`src/hdl/phy_mii_pkg.sv`:
```
// constants and types shared by the mii/serial data port
package phy_mii_pkg;

    // clock rates in kHz
    localparam int SYS_CLK_KHZ = 40000;
    localparam int MII_100_KHZ = 25000;
    localparam int MII_10_NIB_KHZ = 2500;
    localparam int MII_10_SER_KHZ = 10000;

    // half periods of the generated mii clocks in clk_sys cycles, at least one
    localparam int HALF_100_RAW = SYS_CLK_KHZ / (2 * MII_100_KHZ);
    localparam int HALF_NIB_RAW = SYS_CLK_KHZ / (2 * MII_10_NIB_KHZ);
    localparam int HALF_SER_RAW = SYS_CLK_KHZ / (2 * MII_10_SER_KHZ);
    localparam logic [7:0] HALF_100 = 8'((HALF_100_RAW < 1) ? 1 : HALF_100_RAW);
    localparam logic [7:0] HALF_NIB = 8'((HALF_NIB_RAW < 1) ? 1 : HALF_NIB_RAW);
    localparam logic [7:0] HALF_SER = 8'((HALF_SER_RAW < 1) ? 1 : HALF_SER_RAW);

    // register offsets
    localparam logic [7:0] CTRL_OFFSET = 8'h00;
    localparam logic [7:0] STATUS_OFFSET = 8'h04;

    // control register fields
    localparam int CTRL_SPEED_100_BIT = 0;
    localparam int CTRL_SERIAL_BIT = 1;
    localparam int CTRL_FULL_DUPLEX_BIT = 2;
    localparam int CTRL_CARRIER_RX_ONLY_BIT = 3;
    localparam int CTRL_BYPASS_BIT = 4;
    localparam int CTRL_REP_PACKET_BIT = 5;
    localparam int CTRL_REP_LINK_BIT = 6;
    localparam logic [15:0] CTRL_MASK = 16'h007f;
    localparam logic [15:0] CTRL_RESET = 16'h0000;

    // status register fields
    localparam int ST_RX_EN_BIT = 0;
    localparam int ST_TX_EN_BIT = 1;
    localparam int ST_RX_ACTIVE_BIT = 2;
    localparam int ST_COL_BIT = 3;
    localparam int ST_CRS_BIT = 4;
    localparam int ST_JABBER_BIT = 5;

    // receive error codes and transmit corruption group
    localparam logic [3:0] ERR_CODE_PACKET = 4'h2;
    localparam logic [3:0] ERR_CODE_LINK = 4'h3;
    localparam logic [3:0] ERR_CODE_PREMATURE = 4'h4;
    localparam logic [3:0] ERR_CODE_CODING = 4'h5;
    localparam logic [4:0] TX_CORRUPT_GROUP = 5'h04;

    typedef enum logic [2:0] {
        ERR_NONE = 3'b000,
        ERR_PACKET = 3'b001,
        ERR_LINK = 3'b010,
        ERR_PREMATURE = 3'b011,
        ERR_CODING = 3'b100
    } rx_err_kind_t;

endpackage : phy_mii_pkg

```
`src/hdl/mii_clk_if.sv`:
```
// generated mii clock: half period in, level and edge ticks out
`timescale 1ns/1ps
interface mii_clk_if;
    logic [7:0] half_cnt;
    logic level;
    logic rise;
    logic fall;

    modport gen (input half_cnt, output level, output rise, output fall);
    modport user (output half_cnt, input level, input rise, input fall);
endinterface : mii_clk_if

```
`src/hdl/phy_mii_serial_data_port.sv`:
```
// data side of the mii / 10 Mbit/s serial port of a 10/100 transceiver
//
// Strobed register access and the address map were left to the implementer.
`timescale 1ns/1ps

////////////////////////////////////////////////////////////////////////////////
// How it works
// - half duplex: collision is tx enable AND receive activity, combinational
// - serial 10 Mbit/s: collision output reports jabber timer expiry
// - full duplex: collision output held low
// - carrier sense on transmit or receive activity, through whole collision
// - receive-only select: carrier sense follows receive activity only
// - receive clock 20 MHz at 100 Mbit/s, 2.5 MHz nibble, 10 MHz serial
// - receive nibble changes on the falling edge of receive clock
// - 100 Mbit/s: error code 4h premature end, 5h coding error
// - packet 2h and link 3h codes only when their repeat enables set
// - serial 10 Mbit/s: data on bit 0, bits 3..1 floated
// - receive valid marks decoded nibbles, unused in serial mode
// - receive error flags coding errors, only in 100 Mbit/s
// - codec bypass: receive error pin carries fifth data bit, held low in serial mode
// - transmit clock 20 MHz at 100 Mbit/s, 2.5 MHz nibble, 10 MHz serial
// - transmit inputs sampled on rising edge of transmit clock
// - only nibbles with transmit enable high are frame data
// - serial 10 Mbit/s: only transmit bit 0 used
// - transmit error corrupts the group, sending 00100
// - bypass: transmit error is fifth bit; ignored in serial mode
// - receive outputs enabled only while receive enable is high
module phy_mii_serial_data_port
    import phy_mii_pkg::*;
(
    // system
    input wire logic clk_sys,
    input wire logic rst_n,
    // register port
    input wire logic [7:0] reg_addr,
    input wire logic [15:0] reg_wdata,
    input wire logic reg_wr,
    input wire logic reg_rd,
    output logic [15:0] reg_rdata,
    // line side, from the receive decoder and jabber logic
    input wire logic line_rx_active,
    input wire logic line_rx_dv,
    input wire logic [4:0] line_rx_data,
    input wire logic [2:0] line_rx_err,
    input wire logic jabber_expired,
    // line side, to the transmit encoder
    output logic tx_sym_valid,
    output logic [4:0] tx_sym_data,
    output logic tx_sym_corrupt,
    // mii transmit pins
    input wire logic tx_en,
    input wire logic [3:0] txd,
    input wire logic tx_er,
    output logic tx_clk,
    // mii receive pins
    input wire logic rx_en,
    output logic rx_clk_o,
    output logic rx_clk_oe,
    output logic [3:0] rxd_o,
    output logic [3:0] rxd_oe,
    output logic rx_dv_o,
    output logic rx_dv_oe,
    output logic rx_er_o,
    output logic rx_er_oe,
    // status pins
    output logic col,
    output logic crs
);

    ////////////////////////////////////////////////////////////////////////////
    // pin synchronisers

    logic tx_en_s;
    logic [3:0] txd_s;
    logic tx_er_s;
    logic rx_en_s;

    sync2 #(
        .W(7)
    ) u_pin_sync (
        .clk_sys(clk_sys),
        .rst_n(rst_n),
        .d({tx_en, txd, tx_er, rx_en}),
        .q({tx_en_s, txd_s, tx_er_s, rx_en_s})
    );

    ////////////////////////////////////////////////////////////////////////////
    // control and status registers

    logic [15:0] ctrl_reg;
    logic [15:0] rdata_reg;
    logic [15:0] status_word;
    logic ctl_speed_100;
    logic ctl_serial;
    logic ctl_full_duplex;
    logic carrier_rx_only_select;
    logic ctl_bypass;
    logic ctl_rep_packet;
    logic ctl_rep_link;
    logic serial10;

    always_ff @(posedge clk_sys or negedge rst_n) begin
        if (!rst_n) begin
            ctrl_reg <= CTRL_RESET;
        end else if (reg_wr && reg_addr == CTRL_OFFSET) begin
            ctrl_reg <= reg_wdata & CTRL_MASK;
        end
    end

    always_comb begin
        status_word = 16'h0000;
        status_word[ST_RX_EN_BIT] = rx_en_s;
        status_word[ST_TX_EN_BIT] = tx_en_s;
        status_word[ST_RX_ACTIVE_BIT] = line_rx_active;
        status_word[ST_COL_BIT] = col;
        status_word[ST_CRS_BIT] = crs;
        status_word[ST_JABBER_BIT] = jabber_expired;
    end

    // read data stand for one cycle only; unmapped offsets read zero
    always_ff @(posedge clk_sys or negedge rst_n) begin
        if (!rst_n) begin
            rdata_reg <= 16'h0000;
        end else if (reg_rd && reg_addr == CTRL_OFFSET) begin
            rdata_reg <= ctrl_reg;
        end else if (reg_rd && reg_addr == STATUS_OFFSET) begin
            rdata_reg <= status_word;
        end else begin
            rdata_reg <= 16'h0000;
        end
    end

    assign reg_rdata = rdata_reg;

    assign ctl_speed_100 = ctrl_reg[CTRL_SPEED_100_BIT];
    assign ctl_serial = ctrl_reg[CTRL_SERIAL_BIT];
    assign ctl_full_duplex = ctrl_reg[CTRL_FULL_DUPLEX_BIT];
    assign carrier_rx_only_select = ctrl_reg[CTRL_CARRIER_RX_ONLY_BIT];
    assign ctl_bypass = ctrl_reg[CTRL_BYPASS_BIT];
    assign ctl_rep_packet = ctrl_reg[CTRL_REP_PACKET_BIT];
    assign ctl_rep_link = ctrl_reg[CTRL_REP_LINK_BIT];
    assign serial10 = ctl_serial && !ctl_speed_100;

    ////////////////////////////////////////////////////////////////////////////
    // mii clocks

    mii_clk_if tx_ck ();
    mii_clk_if rx_ck ();
    logic [7:0] half_sel;

    always_comb begin
        if (ctl_speed_100) begin
            half_sel = HALF_100;
        end else if (ctl_serial) begin
            half_sel = HALF_SER;
        end else begin
            half_sel = HALF_NIB;
        end
    end

    assign tx_ck.half_cnt = half_sel;
    assign rx_ck.half_cnt = half_sel;

    mii_clk_gen u_tx_clk (
        .clk_sys(clk_sys),
        .rst_n(rst_n),
        .ck(tx_ck)
    );

    mii_clk_gen u_rx_clk (
        .clk_sys(clk_sys),
        .rst_n(rst_n),
        .ck(rx_ck)
    );

    assign tx_clk = tx_ck.level;

    ////////////////////////////////////////////////////////////////////////////
    // collision and carrier sense

    always_comb begin
        if (ctl_full_duplex) begin
            col = 1'b0;
        end else if (serial10) begin
            col = jabber_expired;
        end else begin
            col = tx_en_s && line_rx_active;
        end
    end

    always_comb begin
        if (carrier_rx_only_select) begin
            crs = line_rx_active;
        end else begin
            crs = line_rx_active || tx_en_s;
        end
    end

    ////////////////////////////////////////////////////////////////////////////
    // transmit sampling

    logic [4:0] tx_group_next;
    logic tx_corrupt_next;

    always_comb begin
        tx_corrupt_next = 1'b0;
        if (serial10) begin
            tx_group_next = {4'h0, txd_s[0]};
        end else if (ctl_bypass) begin
            tx_group_next = {tx_er_s, txd_s};
        end else if (tx_er_s) begin
            tx_group_next = TX_CORRUPT_GROUP;
            tx_corrupt_next = 1'b1;
        end else begin
            tx_group_next = {1'b0, txd_s};
        end
    end

    // inputs are taken only at the tick where tx_clk rises
    always_ff @(posedge clk_sys or negedge rst_n) begin
        if (!rst_n) begin
            tx_sym_valid <= 1'b0;
            tx_sym_data <= 5'h00;
            tx_sym_corrupt <= 1'b0;
        end else if (tx_ck.rise && tx_en_s) begin
            tx_sym_valid <= 1'b1;
            tx_sym_data <= tx_group_next;
            tx_sym_corrupt <= tx_corrupt_next;
        end else begin
            tx_sym_valid <= 1'b0;
            tx_sym_corrupt <= 1'b0;
        end
    end

    ////////////////////////////////////////////////////////////////////////////
    // receive output

    rx_err_kind_t err_kind;
    logic [3:0] rxd_next;
    logic rx_dv_next;
    logic rx_er_next;
    logic [3:0] rxd_reg;
    logic rx_dv_reg;
    logic rx_er_reg;

    assign err_kind = rx_err_kind_t'(line_rx_err);

    always_comb begin
        rxd_next = line_rx_data[3:0];
        rx_dv_next = line_rx_dv;
        rx_er_next = 1'b0;
        if (serial10) begin
            rxd_next = {3'b000, line_rx_data[0]};
            rx_dv_next = 1'b0;
        end else if (ctl_bypass) begin
            rx_er_next = line_rx_data[4];
        end else if (ctl_speed_100 && line_rx_dv) begin
            unique case (err_kind)
                ERR_NONE: begin
                    rx_er_next = 1'b0;
                end
                ERR_PACKET: begin
                    if (ctl_rep_packet) begin
                        rx_er_next = 1'b1;
                        rxd_next = ERR_CODE_PACKET;
                    end
                end
                ERR_LINK: begin
                    if (ctl_rep_link) begin
                        rx_er_next = 1'b1;
                        rxd_next = ERR_CODE_LINK;
                    end
                end
                ERR_PREMATURE: begin
                    rx_er_next = 1'b1;
                    rxd_next = ERR_CODE_PREMATURE;
                end
                ERR_CODING: begin
                    rx_er_next = 1'b1;
                    rxd_next = ERR_CODE_CODING;
                end
                default: begin
                    rx_er_next = 1'b0;
                end
            endcase
        end
    end

    always_ff @(posedge clk_sys or negedge rst_n) begin
        if (!rst_n) begin
            rxd_reg <= 4'h0;
            rx_dv_reg <= 1'b0;
            rx_er_reg <= 1'b0;
        end else if (rx_ck.fall) begin
            rxd_reg <= rxd_next;
            rx_dv_reg <= rx_dv_next;
            rx_er_reg <= rx_er_next;
        end
    end

    assign rx_clk_o = rx_ck.level;
    assign rxd_o = rxd_reg;
    assign rx_dv_o = rx_dv_reg;
    assign rx_er_o = rx_er_reg;

    // enables float the receive bus so several ports can share it
    assign rx_clk_oe = rx_en_s;
    assign rx_dv_oe = rx_en_s;
    assign rx_er_oe = rx_en_s;
    assign rxd_oe = rx_en_s ? (serial10 ? 4'h1 : 4'hf) : 4'h0;
endmodule : phy_mii_serial_data_port

```
`src/hdl/mii_clk_gen.sv`:
```
// divider that makes one mii clock from clk_sys
`timescale 1ns/1ps
module mii_clk_gen (
    // system
    input wire logic clk_sys,
    input wire logic rst_n,
    // generated clock
    mii_clk_if.gen ck
);
    logic [7:0] cnt_reg;
    logic level_reg;
    logic wrap;

    // >= so a smaller half period after a mode change wraps at once
    assign wrap = (cnt_reg >= (ck.half_cnt - 8'd1));

    always_ff @(posedge clk_sys or negedge rst_n) begin
        if (!rst_n) begin
            cnt_reg <= 8'h00;
            level_reg <= 1'b0;
        end else if (wrap) begin
            cnt_reg <= 8'h00;
            level_reg <= ~level_reg;
        end else begin
            cnt_reg <= cnt_reg + 8'd1;
        end
    end

    assign ck.level = level_reg;
    assign ck.rise = wrap && !level_reg;
    assign ck.fall = wrap && level_reg;
endmodule : mii_clk_gen

```
`src/hdl/sync2.sv`:
```
// two flip-flop synchroniser for pin inputs
`timescale 1ns/1ps
module sync2 #(
    parameter int W = 1
) (
    // system
    input wire logic clk_sys,
    input wire logic rst_n,
    // data
    input wire logic [W-1:0] d,
    output logic [W-1:0] q
);
    logic [W-1:0] meta_reg;
    logic [W-1:0] sync_reg;

    always_ff @(posedge clk_sys or negedge rst_n) begin
        if (!rst_n) begin
            meta_reg <= '0;
            sync_reg <= '0;
        end else begin
            meta_reg <= d;
            sync_reg <= meta_reg;
        end
    end

    assign q = sync_reg;

endmodule : sync2

```
`config.mk`:
```
export PLATFORM = sky130hd
export DESIGN_NAME = phy_mii_serial_data_port
export DESIGN_NICKNAME = d
export VERILOG_FILES = /design/src/hdl/phy_mii_pkg.sv /design/src/hdl/mii_clk_if.sv /design/src/hdl/phy_mii_serial_data_port.sv /design/src/hdl/mii_clk_gen.sv /design/src/hdl/sync2.sv
export SDC_FILE = /design/constraint.sdc
export NUM_CORES = 1
export LEC_CHECK = 0
export BUFFER_PORTS_ARGS = -buffer_cell sky130_fd_sc_hd__buf_2
export CAP_MARGIN = 10
export CELL_PAD_IN_SITES_DETAIL_PLACEMENT = 0
export CELL_PAD_IN_SITES_GLOBAL_PLACEMENT = 1
export CORE_MARGIN = 1
export CORE_UTILIZATION = 35
export DETAILED_ROUTE_END_ITERATION = 10
export HOLD_SLACK_MARGIN = 0.03
export PLACE_DENSITY_LB_ADDON = 0.1
export SYNTH_ARGS = -nofsm -noshare
export SYNTH_HDL_FRONTEND = slang
export SYNTH_HIERARCHICAL = 1
export SYNTH_SLANG_ARGS = --single-unit
```
`constraint.sdc`:
```
create_clock -name clk_sys -period 5 [get_ports clk_sys]
set_input_delay 0.25 -clock clk_sys [delete_from_list [all_inputs] [get_ports clk_sys]]
set_output_delay 0.25 -clock clk_sys [all_outputs]
set_load 0.05 [all_outputs]
```
==> impl_metrics.json <==
{
  "status": "complete, no violations",
  "fin_util_pct": 44.7,
  "port-buffer-count": 67,
  "setup_tns_ps": 0,
  "dr_wl_met2_mm": 2.98,
  "grt_pass1_vias": 2323,
  "cts_tree": "done",
  "coreArea_sq_um": 8680,
  "wl_met3_um": 279,
  "ios": 86,
  "clockBufferDepth": 2,
  "post-cts-setup-buffers": 0,
  "crit_family": "simple AND/OR/NAND/NOR gates",
  "ir_drop_mv": 0.216,
  "critPathKind": "reg2reg",
  "maxCapViolCount": 0,
  "worst-path-max-fanout": 13,
  "fp-row-count": 34,
  "maxUsedRoutingLayer": "met4",
  "setup_viol": 0,
  "avgSynthCellArea_sq_um": 10.8,
  "r2r_cells": 14,
  "worstSetupEndpointType": "flop",
  "max_slew_margin_pct": 50.6,
  "final_layout_size_suffix_gt1_share_pct": 26.7,
  "tightest_slew_ps": 741,
  "cp_num_buf_inv": 3,
  "dpl.cell_count": 482,
  "cts.clk_slew.worst_paths_ps": 80,
  "netlist_area_sq_um": 3130,
  "rrSetupSlack_ps": 1340,
  "detail-route-antenna-nets": 0,
  "cp_slowest_stage_delay_ps": 630,
  "fin_cells": 505,
  "crit_start": "ctrl_reg[0]",
  "power_per_cell_area_nw_per_um2": 466,
  "p_leak_nw": 1.94,
  "viasPerCell": 4.56,
  "critPathSlowestCell": "dfrtp_1",
  "required_ps": 5280,
  "met1_length_mm": 3.20,
  "finalInstanceArea_sq_um": 3880,
  "cts_num_sinks": 59,
  "final.min_clock_period_ps": 3660,
  "htree_levels": 3,
  "grt_max_degree": 60,
  "holdWs_ps": 59.2,
  "cp.depth": 14,
  "rr_endpoint": "rx_er_o",
  "antenna_found_initial": 0,
  "grt-ovfl-total": 0,
  "drc_errors": 0,
  "cp.arrival_ps": 3940,
  "holdCritPathClass": "in2async",
  "fin_crit_sh_pct": 73.2,
  "track_usage_pct": 15.3,
  "postSynthCellCount": 291,
  "skew_ps": 10.2,
  "worstSkewPairLatency_ps": 340,
  "rsz0062_at_grt": "no",
  "die_w_um": 96.6,
  "syn_to_final_growth_pct": 23.8,
  "die_h_um": 96.6,
  "pre_cts_ws_ps": 1240,
  "crit_chain": "nand2b_1 -> inv_1 -> inv_1 -> ha_1 -> nand2_1 -> xor2_1 -> ha_1 -> nand2_1 -> o41ai_2 -> and2_4 -> inv_1 -> nor2_1 -> and3_1 -> a221o_1",
  "drt_iter0_markers": 55,
  "post_cts_resized": 0,
  "wirelength_mm": 6.58,
  "slew_violations": 0,
  "drt_first_pass_iters": 5,
  "diodes": 0,
  "critPathMostFrequentCell": "inv_1",
  "fmax_mhz": 273,
  "hold_violations": 0,
  "dieArea_sq_um": 9330,
  "final_nets": 458,
  "start_util_pct": 36.1,
  "detailed_place_hpwl_mm": 4.79,
  "routedWlPerCell_um": 13.0,
  "placed_cell_area_sq_um": 3610,
  "cts_root_buf": "clkbuf_8",
  "yosysWarningCount": 6,
  "cts_buffers": 9,
  "finalWorstSetupSlack_ps": 1340,
  "r2r-start": "ctrl_reg[0]",
  "place_congestion": 0.717,
  "start_kind": "flop",
  "num_vias": 2305,
  "crit_end": "rx_er_o",
  "grt_pass1_wl_mm": 11.3,
  "total_power_mw": 1.81
}
[how the worst min path moves through the flow]
stage          slack (ps)                    from                  end
2_1_floorplan         -50                   rst_n          ctrl_reg[0]
3_3_place_gp          330  u_pin_sync/meta_reg[6]      u_pin_sync/q[6]
3_5_place_dp          340  u_pin_sync/meta_reg[3]      u_pin_sync/q[3]
4_1_cts                80                   rst_n  u_tx_clk/cnt_reg[4]
5_1_grt               130            reg_wdata[2]          ctrl_reg[2]
6_report               60                   rst_n  u_tx_clk/cnt_reg[4]
[what timing repair did]
item,4_1_cts,5_1_grt
setup endpoints to repair,0,0
hold endpoints to repair,7,0
hold buffers,7,0
[cells in the final DEF, fill, tap and decap left out, drive strengths merged, types with 3 or more instances in the layout]
cell,n
a21oi,8
and3,5
buf,70
clkbuf,9
clkinv,3
conb,33
dfrtp,59
dlygate4sd3,7
ha,20
inv,16
mux2,7
mux2i,4
nand2,25
nand2b,4
nand3,12
nor2,32
nor3,5
nor4,3
o21a,5
o21ai,7
xnor2,10
xor2,16
[cell type report]
type | instances | area, sq um
fill | 876 | 4800
multi-input combinational | 230 | 1580
sequential | 59 | 1480
timing repair buffer | 77 | 428
tap | 108 | 135
clock buffer | 9 | 124
clock inverter | 7 | 76.3
inverter | 15 | 56.3
[routing by layer]
metal	vias up	GRT usage, %
met4	0	5.28
met2	56	23.3
li1	1153	-
met1	1085	21.0
met3	11	3.97
met5	-	0
[report_power, final]
part | switching (mW) | internal (mW) | leakage [nW]
logic | 0.422 | 0.255 | 1.09
clock network | 0.213 | 0.232 | 0.0958
registers | 0.0981 | 0.587 | 0.757
total | 0.733 | 1.07 | 1.94
(Power assumes the default switching activity.)
